File: config.mk
export PLATFORM = sky130hd
export DESIGN_NAME = prts_top
export DESIGN_NICKNAME = d
export VERILOG_FILES = /design/src/verilog/prts_pkg.sv /design/src/verilog/prts_port_stamp.sv /design/src/verilog/prts_read_port.sv /design/src/verilog/prts_top.sv
export SDC_FILE = /design/constraint.sdc
export NUM_CORES = 1
export LEC_CHECK = 0
export ABC_AREA = 1
export CORE_ASPECT_RATIO = 1.4
export CORE_MARGIN = 2
export CORE_UTILIZATION = 29
export CTS_CLUSTER_SIZE = 25
export DETAILED_ROUTE_END_ITERATION = 8
export DONT_BUFFER_PORTS = 1
export PLACE_DENSITY = 0.44
export SLEW_MARGIN = 30
export SYNTH_ARGS = -nofsm -noshare
export SYNTH_HDL_FRONTEND = slang
export SYNTH_HIERARCHICAL = 1
export SYNTH_SLANG_ARGS = --single-unit
File: constraint.sdc
create_clock -name i_sys_clk -period 2.71 [get_ports i_sys_clk]
set_clock_uncertainty 0.05 [all_clocks]
set_input_delay 0.271 -clock i_sys_clk [delete_from_list [all_inputs] [get_ports i_sys_clk]]
set_output_delay 0.271 -clock i_sys_clk [all_outputs]
set_load 0.01 [all_outputs]
File: src/verilog/prts_pkg.sv
// What this block does
// - in normal mode, trigger write latches every port's frame start
// - port-0 read returns last trigger frame start
// - trigger stamps visible only after frame ends; armed ports update at their frame start
// - port-1 register holds port-1 frame start
// - port-2 register holds port-2 frame start
// - port-3 register holds port-3 frame start
// - simple mode latches port 0, arms others
// - armed port takes first frame, then disarms
// - four words mapped from 0x0900 upward
package prts_pkg;

    localparam int NUM_PORTS = 4;
    localparam int TIME_W    = 64;
    localparam int STAMP_W   = 32;
    localparam int ADDR_W    = 16;

    localparam logic [ADDR_W-1:0] PORT0_RX_TIME_OFS = 16'h0900;
    localparam logic [ADDR_W-1:0] PORT1_RX_TIME_OFS = 16'h0904;
    localparam logic [ADDR_W-1:0] PORT2_RX_TIME_OFS = 16'h0908;
    localparam logic [ADDR_W-1:0] PORT3_RX_TIME_OFS = 16'h090c;

    // word index sits in address bits 3:2, block select above them
    localparam int IDX_LSB = 2;
    localparam int IDX_MSB = 3;
    localparam int SEL_LSB = 4;

    localparam logic [STAMP_W-1:0] RD_DATA_RST = 32'h0000_0000;

    localparam logic [2:0] CMD_NONE                  = 3'h0;
    localparam logic [2:0] CMD_BROADCAST_WRITE       = 3'h1;
    localparam logic [2:0] CMD_AUTO_INC_PHYS_WRITE   = 3'h2;
    localparam logic [2:0] CMD_CONFIGURED_ADDR_WRITE = 3'h3;
    localparam logic [2:0] CMD_OTHER                 = 3'h7;

    typedef enum logic {
        ST_IDLE,
        ST_PENDING
    } prts_trig_state_t;

    // any byte of the four receive-time words
    function automatic logic prts_addr_hit(input logic [ADDR_W-1:0] a);
        return a[ADDR_W-1:SEL_LSB] == PORT0_RX_TIME_OFS[ADDR_W-1:SEL_LSB];
    endfunction

    // any byte of the port-0 word
    function automatic logic prts_port0_hit(input logic [ADDR_W-1:0] a);
        return a[ADDR_W-1:IDX_LSB] == PORT0_RX_TIME_OFS[ADDR_W-1:IDX_LSB];
    endfunction

endpackage

File: src/verilog/prts_port_stamp.sv
`timescale 1ns/1ps
module prts_port_stamp
    import prts_pkg::*;
#(
    parameter int TW     = TIME_W,
    parameter int SW     = STAMP_W,
    parameter bit IS_REF = 1'b0
) (
    input  wire logic          i_sys_clk,
    input  wire logic          i_rst_n,
    input  wire logic [TW-1:0] i_local_time,
    input  wire logic          i_sof,
    input  wire logic          i_simple_mode,
    input  wire logic          i_commit,
    input  wire logic          i_arm,
    output logic      [SW-1:0] o_stamp,
    output logic               o_armed
);

    logic [SW-1:0] frame_start_q;
    logic [SW-1:0] stamp_q;
    logic          armed_q;
    logic          armed_d;
    wire  logic [SW-1:0] now_stamp   = i_local_time[SW-1:0];
    wire  logic          take_commit = i_commit & (~i_simple_mode | IS_REF);
    wire  logic          take_armed  = armed_q & i_sof & i_simple_mode
                                       & ~IS_REF;

    // stamps carry no reset: undefined until the first capture
    always_ff @(posedge i_sys_clk) begin
        if (i_sof) begin
            frame_start_q <= now_stamp;
        end
    end

    always_ff @(posedge i_sys_clk) begin
        if (take_commit) begin
            stamp_q <= frame_start_q;
        end else if (take_armed) begin
            stamp_q <= now_stamp;
        end
    end

    // arming wins over the capture that would disarm
    assign armed_d = (i_arm & ~IS_REF) ? 1'b1
                   : (take_armed ? 1'b0 : armed_q);

    always_ff @(posedge i_sys_clk or negedge i_rst_n) begin
        if (!i_rst_n) begin
            armed_q <= 1'b0;
        end else begin
            armed_q <= armed_d;
        end
    end

    assign o_stamp = stamp_q;
    assign o_armed = armed_q;

    a_commit_copy: assert property (@(posedge i_sys_clk)
        disable iff (!i_rst_n)
        take_commit && !i_sof |=> stamp_q == $past(frame_start_q))
        else $error("commit did not copy the frame start");

    a_armed_once: assert property (@(posedge i_sys_clk)
        disable iff (!i_rst_n)
        take_armed && !i_arm && !take_commit
        |=> stamp_q == $past(now_stamp) && !armed_q)
        else $error("armed capture wrong or port stayed armed");

endmodule // prts_port_stamp

File: src/verilog/prts_read_port.sv
`timescale 1ns/1ps
module prts_read_port
    import prts_pkg::*;
#(
    parameter int N  = NUM_PORTS,
    parameter int SW = STAMP_W
) (
    input  wire logic              i_sys_clk,
    input  wire logic              i_rst_n,
    input  wire logic              i_rd_stb,
    input  wire logic [ADDR_W-1:0] i_rd_addr,
    input  wire logic [SW-1:0]     i_stamps [N],
    output logic      [SW-1:0]     o_rd_data,
    output logic                   o_rd_valid,
    output logic                   o_rd_hit
);

    logic [SW-1:0] rd_data_q;
    logic          rd_valid_q;
    logic          rd_hit_q;
    wire  logic    hit = prts_addr_hit(i_rd_addr);
    wire  logic [1:0] idx = i_rd_addr[IDX_MSB:IDX_LSB];
    // whole word returned; the bus picks its byte lanes
    wire  logic [SW-1:0] sel_data = hit ? i_stamps[idx] : RD_DATA_RST;

    always_ff @(posedge i_sys_clk or negedge i_rst_n) begin
        if (!i_rst_n) begin
            rd_data_q  <= RD_DATA_RST;
            rd_valid_q <= 1'b0;
            rd_hit_q   <= 1'b0;
        end else begin
            rd_valid_q <= i_rd_stb;
            rd_hit_q   <= i_rd_stb & hit;
            if (i_rd_stb) begin
                rd_data_q <= sel_data;
            end
        end
    end

    assign o_rd_data  = rd_data_q;
    assign o_rd_valid = rd_valid_q;
    assign o_rd_hit   = rd_hit_q;

    a_read_word: assert property (@(posedge i_sys_clk)
        disable iff (!i_rst_n)
        i_rd_stb && hit |=> o_rd_valid && o_rd_hit
            && o_rd_data == $past(i_stamps[idx]))
        else $error("read returned the wrong receive time");

    a_read_miss: assert property (@(posedge i_sys_clk)
        disable iff (!i_rst_n)
        i_rd_stb && !hit |=> o_rd_valid && !o_rd_hit
            && o_rd_data == RD_DATA_RST)
        else $error("unmapped read not answered with zero");

endmodule // prts_read_port

File: src/verilog/prts_top.sv
`timescale 1ns/1ps
module prts_top
    import prts_pkg::*;
#(
    parameter int N  = NUM_PORTS,
    parameter int TW = TIME_W,
    parameter int SW = STAMP_W
) (
    input  wire logic              i_sys_clk,
    input  wire logic              i_reset_n,
    input  wire logic [TW-1:0]     i_local_time,
    input  wire logic [N-1:0]      i_sof,
    input  wire logic              i_frame_end,
    input  wire logic              i_frame_ok,
    input  wire logic              i_simple_mode,
    input  wire logic              i_net_wr_stb,
    input  wire logic [2:0]        i_net_wr_cmd,
    input  wire logic [ADDR_W-1:0] i_net_wr_addr,
    input  wire logic              i_net_rd_stb,
    input  wire logic [ADDR_W-1:0] i_net_rd_addr,
    input  wire logic              i_pdi_rd_stb,
    input  wire logic [ADDR_W-1:0] i_pdi_rd_addr,
    input  wire logic              i_pdi_wr_stb,
    input  wire logic [ADDR_W-1:0] i_pdi_wr_addr,
    output logic      [SW-1:0]     o_net_rd_data,
    output logic                   o_net_rd_valid,
    output logic                   o_net_rd_hit,
    output logic      [SW-1:0]     o_pdi_rd_data,
    output logic                   o_pdi_rd_valid,
    output logic                   o_pdi_rd_hit,
    output logic                   o_pdi_wr_denied,
    output logic                   o_trig_pending,
    output logic      [N-1:0]      o_armed
);

    logic rst_meta_q;
    logic rst_n_q;

    always_ff @(posedge i_sys_clk or negedge i_reset_n) begin
        if (!i_reset_n) begin
            rst_meta_q <= 1'b0;
            rst_n_q    <= 1'b0;
        end else begin
            rst_meta_q <= 1'b1;
            rst_n_q    <= rst_meta_q;
        end
    end

    // trigger decode: the three physical/broadcast write kinds only
    wire logic cmd_is_trig = (i_net_wr_cmd == CMD_BROADCAST_WRITE)
                           | (i_net_wr_cmd == CMD_AUTO_INC_PHYS_WRITE)
                           | (i_net_wr_cmd == CMD_CONFIGURED_ADDR_WRITE);
    wire logic trig = i_net_wr_stb & cmd_is_trig
                    & prts_port0_hit(i_net_wr_addr);

    prts_trig_state_t state_q;
    prts_trig_state_t state_d;
    logic             commit_q;
    logic             arm_q;
    logic             pdi_denied_q;
    logic             pend_q;

    wire logic pending = (state_q == ST_PENDING);
    // a trigger seen in the frame's last cycle still counts for that frame
    wire logic commit_d = i_frame_end & i_frame_ok
                        & (pending | trig);

    always_comb begin
        state_d = state_q;
        case (state_q)
            ST_IDLE: begin
                if (trig && !i_frame_end) begin
                    state_d = ST_PENDING;
                end
            end
            ST_PENDING: begin
                if (i_frame_end) begin
                    state_d = ST_IDLE;
                end
            end
            default: begin
                state_d = ST_IDLE;
            end
        endcase
    end

    always_ff @(posedge i_sys_clk or negedge rst_n_q) begin
        if (!rst_n_q) begin
            state_q      <= ST_IDLE;
            commit_q     <= 1'b0;
            arm_q        <= 1'b0;
            pdi_denied_q <= 1'b0;
            pend_q       <= 1'b0;
        end else begin
            state_q      <= state_d;
            pend_q       <= state_d == ST_PENDING;
            commit_q     <= commit_d;
            arm_q        <= trig & i_simple_mode;
            // interface writes never reach the stamps
            pdi_denied_q <= i_pdi_wr_stb
                          & prts_addr_hit(i_pdi_wr_addr);
        end
    end

    logic [SW-1:0] stamps [N];
    logic [N-1:0]  armed;

    // port 0 is the reference in simple mode, never armed
    for (genvar g = 0; g < N; g++) begin : g_port
        prts_port_stamp #(
            .TW     (TW),
            .SW     (SW),
            .IS_REF (g == 0)
        ) u_stamp (
            .i_sys_clk     (i_sys_clk),
            .i_rst_n       (rst_n_q),
            .i_local_time  (i_local_time),
            .i_sof         (i_sof[g]),
            .i_simple_mode (i_simple_mode),
            .i_commit      (commit_q),
            .i_arm         (arm_q),
            .o_stamp       (stamps[g]),
            .o_armed       (armed[g])
        );
    end

    prts_read_port #(
        .N  (N),
        .SW (SW)
    ) u_net_rd (
        .i_sys_clk  (i_sys_clk),
        .i_rst_n    (rst_n_q),
        .i_rd_stb   (i_net_rd_stb),
        .i_rd_addr  (i_net_rd_addr),
        .i_stamps   (stamps),
        .o_rd_data  (o_net_rd_data),
        .o_rd_valid (o_net_rd_valid),
        .o_rd_hit   (o_net_rd_hit)
    );

    prts_read_port #(
        .N  (N),
        .SW (SW)
    ) u_pdi_rd (
        .i_sys_clk  (i_sys_clk),
        .i_rst_n    (rst_n_q),
        .i_rd_stb   (i_pdi_rd_stb),
        .i_rd_addr  (i_pdi_rd_addr),
        .i_stamps   (stamps),
        .o_rd_data  (o_pdi_rd_data),
        .o_rd_valid (o_pdi_rd_valid),
        .o_rd_hit   (o_pdi_rd_hit)
    );

    assign o_pdi_wr_denied = pdi_denied_q;
    assign o_trig_pending  = pend_q;
    assign o_armed         = armed;

    a_trig_pends: assert property (@(posedge i_sys_clk)
        disable iff (!rst_n_q)
        trig && !i_frame_end |=> o_trig_pending)
        else $error("trigger write did not pend");

    a_commit_at_end: assert property (@(posedge i_sys_clk)
        disable iff (!rst_n_q)
        o_trig_pending && i_frame_end && i_frame_ok
        |=> commit_q && !o_trig_pending)
        else $error("pending capture not committed at frame end");

    a_commit_cause: assert property (@(posedge i_sys_clk)
        disable iff (!rst_n_q)
        commit_q |-> $past(i_frame_end) && $past(i_frame_ok))
        else $error("commit outside a good frame end");

    a_stamp_quiet: assert property (@(posedge i_sys_clk)
        disable iff (!rst_n_q)
        !commit_q ##1 1'b1 |-> $stable(stamps[0]))
        else $error("port 0 stamp moved without a commit");

    a_simple_arm: assert property (@(posedge i_sys_clk)
        disable iff (!rst_n_q)
        trig && i_simple_mode |-> ##2 &armed[N-1:1] && !armed[0])
        else $error("simple mode trigger did not arm ports");

    a_pdi_denied: assert property (@(posedge i_sys_clk)
        disable iff (!rst_n_q)
        i_pdi_wr_stb && prts_addr_hit(i_pdi_wr_addr)
        |=> o_pdi_wr_denied && $stable(stamps[0]))
        else $error("interface write not refused");

    // assertion helpers: each port's last start time, kept apart from the
    // stamp units so that a broken copy path cannot hide behind itself
    logic [SW-1:0] chk_sof_q [N];
    logic [N-1:0]  chk_seen_q;

    always_ff @(posedge i_sys_clk) begin
        for (int p = 0; p < N; p++) begin
            if (i_sof[p]) begin
                chk_sof_q[p] <= i_local_time[SW-1:0];
            end
        end
    end

    always_ff @(posedge i_sys_clk or negedge rst_n_q) begin
        if (!rst_n_q) begin
            chk_seen_q <= '0;
        end else begin
            chk_seen_q <= chk_seen_q | i_sof;
        end
    end

    // a trigger in a good frame's last cycle commits at once, never pends
    a_last_trig: assert property (@(posedge i_sys_clk)
        disable iff (!rst_n_q)
        trig && i_frame_end && i_frame_ok && !pending
        |=> commit_q && !o_trig_pending)
        else $error("last-cycle trigger not committed");

    a_pend_holds: assert property (@(posedge i_sys_clk)
        disable iff (!rst_n_q)
        o_trig_pending && !i_frame_end |=> o_trig_pending)
        else $error("pending capture lost inside the frame");

    a_pend_clears: assert property (@(posedge i_sys_clk)
        disable iff (!rst_n_q)
        i_frame_end |=> !o_trig_pending)
        else $error("pending capture outlived its frame");

    a_bad_frame: assert property (@(posedge i_sys_clk)
        disable iff (!rst_n_q)
        i_frame_end && !i_frame_ok |=> !commit_q)
        else $error("capture committed for a bad frame");

    a_idle_quiet: assert property (@(posedge i_sys_clk)
        disable iff (!rst_n_q)
        !o_trig_pending && !trig |=> !commit_q)
        else $error("capture committed without a trigger");

    a_other_cmd: assert property (@(posedge i_sys_clk)
        disable iff (!rst_n_q)
        i_net_wr_stb && !cmd_is_trig && !o_trig_pending
        |=> !o_trig_pending)
        else $error("non-trigger command started a capture");

    a_upper_words: assert property (@(posedge i_sys_clk)
        disable iff (!rst_n_q)
        i_net_wr_stb && !prts_port0_hit(i_net_wr_addr) && !o_trig_pending
        |=> !o_trig_pending)
        else $error("write outside port-0 word started a capture");

    a_ref_unarmed: assert property (@(posedge i_sys_clk)
        disable iff (!rst_n_q)
        !o_armed[0])
        else $error("reference port was armed");

    a_normal_no_arm: assert property (@(posedge i_sys_clk)
        disable iff (!rst_n_q)
        trig && !i_simple_mode |=> !arm_q)
        else $error("trigger armed ports outside simple mode");

    a_denied_only: assert property (@(posedge i_sys_clk)
        disable iff (!rst_n_q)
        !(i_pdi_wr_stb && prts_addr_hit(i_pdi_wr_addr))
        |=> !o_pdi_wr_denied)
        else $error("refusal flagged without an interface write");

    // ports that never saw a start pulse keep an undefined stamp
    for (genvar g = 0; g < N; g++) begin : g_stamp_chk
        a_stamp_normal: assert property (@(posedge i_sys_clk)
            disable iff (!rst_n_q)
            commit_q && !i_simple_mode && chk_seen_q[g]
            |=> stamps[g] == $past(chk_sof_q[g]))
            else $error("port stamp differs from its frame start");
    end

    for (genvar g = 1; g < N; g++) begin : g_arm_chk
        a_armed_hold: assert property (@(posedge i_sys_clk)
            disable iff (!rst_n_q)
            o_armed[g] && !i_sof[g] |=> o_armed[g])
            else $error("armed port disarmed without a frame");

        a_armed_stamp: assert property (@(posedge i_sys_clk)
            disable iff (!rst_n_q)
            o_armed[g] && i_sof[g] && i_simple_mode
            |=> stamps[g] == $past(i_local_time[SW-1:0]))
            else $error("armed port took the wrong time");

        a_armed_clear: assert property (@(posedge i_sys_clk)
            disable iff (!rst_n_q)
            o_armed[g] && i_sof[g] && i_simple_mode && !arm_q
            |=> !o_armed[g])
            else $error("armed port stayed armed after its frame");
    end

    c_commit: cover property (@(posedge i_sys_clk)
        disable iff (!rst_n_q)
        trig ##[1:50] commit_q);

    c_armed_take: cover property (@(posedge i_sys_clk)
        disable iff (!rst_n_q)
        armed[1] ##1 !armed[1]);

    c_read_hit: cover property (@(posedge i_sys_clk)
        disable iff (!rst_n_q)
        commit_q ##[1:20] o_pdi_rd_hit);

    c_bad_frame: cover property (@(posedge i_sys_clk)
        disable iff (!rst_n_q)
        o_trig_pending && i_frame_end && !i_frame_ok);

    c_all_armed: cover property (@(posedge i_sys_clk)
        disable iff (!rst_n_q)
        &armed[N-1:1]);

endmodule // prts_top

==> results.toml <==
[grt]
antenna_found_initial = 3
grt_pass1_wl_um = 71100
globalRouteOverflowTotal = 0
grt_usage_pct = 17.5
grt_pass1_vias = 11300
grt_max_degree = 90

[timing]
setup_tns_ns = 0
fin_crit_sh_pct = 74.5
fmax_mhz = 496
worst_hold_slack_ns = 0.0258
final-max-slew-violation-count = 0
period_needed_ns = 2.02
finalHoldViolCount = 0
worst_slew_margin_rel_pct = 45.0
tightestPinTransition_ns = 0.824
setup_viol = 0
rsz0062_at_grt = "no"

[logic_synthesis]
synth_ff_type = "edfxtp_1"
synth_area_per_cell_um2 = 9.14
synth.ff_latch_count = 333
synthCells = 1708
yosysWarnings = 6
syn_area_mm2 = 0.0156
synth_area_leaders = "edfxtp_1 (49%), nand2_1 (16%), dfrtp_1 (12%)"
async_flop_share_pct = 23.1
synth-edff-count = 256
syn-num-nets = 1852
synth.distinct_cells = 22
synth-seq-area-share_pct = 61.6
synth.top_cell.area_share_pct = 49.3
yosys.area.top_type = "edfxtp_1"

[setup_path]
critical_path_class = "reg2reg"
path_buf_inv = 3
critPathTopFamily = "buffers and inverters"
required_ns = 3.08
crit_arrival_ns = 2.38
startpoint_type = "flip-flop"
worstPathMaxFanout = 2
cpMostUsedCell = "nand2_1"
max_stage_delay_ns = 0.55
path_cells = "inv_1, nand2_1, nand3_1, dlygate4sd3_1, nand2_1, dlygate4sd3_1, nand3_1, nand2_1"
cp_slowest_cell = "dlygate4sd3_1"
endpoint_kind = "flip-flop"

[route]
drtAntennaViolNets = 0
drtPass1Iterations = 4
totalWireLength_um = 48200
routedWlPerCell_um = 19.4
drc = 0
avgViaCountPerCell = 4.49
dr_total_vias = 11200
drtIter0Drc = 626

[power_and_ir_drop]
leakage_nw = 8.51
peakVddDrop_v = 0.000413
powerDensity_mw_per_mm2 = 620

[clock_tree]
cts_setup_buffers = 0
ctsRootBufferMaster = "clkbuf_16"
clkSinkCount = 333
cts_max_path_buffers = 3
h-tree-depth = 2
cts_tree = "yes"
insertion_delay_ns = 0.53
numCtsBuffers = 36
ctsResizeCount = 0
path_clk_slew_ns = 0.06
cts.hold.buffers_added = 60

[die]
die_width_um = 200
row_count = 100
io_pins = 218
core_mm2 = 0.0532
die_area_mm2 = 0.0557
start_util_pct = 29.3
chipHeight_um = 278

[finish]
nets = 1884
fin_util_pct = 33.5
drive_above_1_share_pct = 6.01
area_delta_synth_final_pct = 14.0
fin_area_mm2 = 0.0178
nFillCells = 5439

[place]
dp_hpwl_um = 26800
port-buffer-count = 0
post_dp_cell_area_mm2 = 0.0160
finalWeightedCongestion = 0.759

[min_path]
hold_class = "in2reg"

[outcome]
run_status = "finished clean"

[run]
max-cap-violations = 0
[placed cells by master, fill, tap and decap left out, types with 3 or more instances in the layout]
cell type      count
nand2_1          664
clkinv_2           6
clkbuf_1          11
buf_12             4
nand3_1          292
buf_16             4
clkbuf_8           3
nand2_2            3
dfrtp_1           75
inv_2              9
clkbuf_16         36
nand4_1            3
inv_1            272
nor2_1            24
nand2_4            3
edfxtp_1         256
clkinv_1           3
buf_4             20
dlygate4sd3_1     53
[cell families after synthesis]
kind of cell / share of synthesized area, %
simple gates: 27.1
other cells: 0.0481
compound gates: 0.0641
flops: 61.6
buf+inv: 11.2
[where the power goes]
| group | switching (mW) | internal (mW) | total (mW) |
|---|---|---|---|
| Sequential | 0.0512 | 5.69 | 5.74 |
| Combinational | 0.421 | 0.190 | 0.611 |
| Clock | 2.04 | 2.64 | 4.68 |
| Total | 2.52 | 8.52 | 11.0 |
[state kept, by name, indices dropped and copies added (netlist names)]
name,count
o_pdi_wr_denied,1
u_net_rd/o_rd_valid,1
g_port.u_stamp/frame_start_q,128
rst_meta_q,1
u_net_rd/o_rd_hit,1
u_net_rd/o_rd_data,32
g_port.u_stamp/o_stamp,128
rst_n_q,1
u_pdi_rd/o_rd_data,32
g_port.u_stamp/o_armed,3
commit_q,1
arm_q,1
u_pdi_rd/o_rd_valid,1
o_trig_pending,1
u_pdi_rd/o_rd_hit,1
[path summary, 6_finish.rpt]
kind | slack [ns] | from | end | depth (start not counted)
worst max-delay path | 0.69 | g_port[2].u_stamp/o_stamp[5]$_DFFE_PP_ | u_pdi_rd/o_rd_data[5]$_DFFE_PN0P_ | 8
worst min-delay path | 0.03 | i_net_rd_addr[2] | u_net_rd/o_rd_data[11]$_DFFE_PN0P_ | 5
worst max register to register | 0.69 | g_port[2].u_stamp/o_stamp[5]$_DFFE_PP_ | u_pdi_rd/o_rd_data[5]$_DFFE_PN0P_ | 8
worst min register to register | 0.29 | rst_n_q$_DFF_PN0_ | u_net_rd/o_rd_data[8]$_DFFE_PN0P_ | 0
max in group asynchronous | 1.59 | rst_n_q$_DFF_PN0_ | commit_q$_DFF_PN0_ | 1
min in group asynchronous | 0.29 | rst_n_q$_DFF_PN0_ | u_net_rd/o_rd_data[8]$_DFFE_PN0P_ | 0
[final cells by class]
class | count | area [um2] | area share, %
sequential | 333 | 9620 | 54.1
multi-input combinational | 1005 | 4250 | 23.9
inverter | 281 | 1050 | 5.93
clock buffer | 50 | 983 | 5.53
tap | 714 | 893 | 5.02
timing repair buffer | 83 | 881 | 4.95
clock inverter | 13 | 104 | 0.584
antenna | 2 | 5.00 | 0.0281
[cells in the mapped netlist, types with 3 or more instances]
| library cell | count |
|---|---|
| buf_4 | 18 |
| nand4_1 | 3 |
| dfrtp_1 | 77 |
| inv_1 | 274 |
| nor2_1 | 24 |
| clkbuf_1 | 6 |
| buf_2 | 32 |
| inv_2 | 7 |
| nand2_1 | 667 |
| nand2_4 | 3 |
| edfxtp_1 | 256 |
| nand3_1 | 292 |
| buf_6 | 31 |
[tightest hold or removal path, delay by kind of cell]
family | cells | cell delay (ns)
and+or+nand+nor | 5 | 0.27
[per-layer routing]
| metal | track usage, % | vias to the layer above | part of all wire (%) | wire (um) |
|---|---|---|---|---|
| met4 | 7.90 | 4 | 4.2 | 2020 |
| met5 | 0 | - | 0.037 | 18 |
| li1 | - | 5426 | - | - |
| met3 | 2.71 | 95 | 4.8 | 2330 |
| met2 | 32.1 | 311 | 52 | 25200 |
| met1 | 19.7 | 5314 | 39 | 18700 |
[metrics by stage]
step	worst slack [ns]	cells	power (mW)
after global routing	0.604	2480	11.5
after detailed placement	0.920	2356	6.26
after CTS	0.627	2479	11.2
final	0.692	2481	11.0
after global placement	0.934	2356	6.24
after floorplan	0.0884	1708	6.17
(Power assumes the default switching activity.)
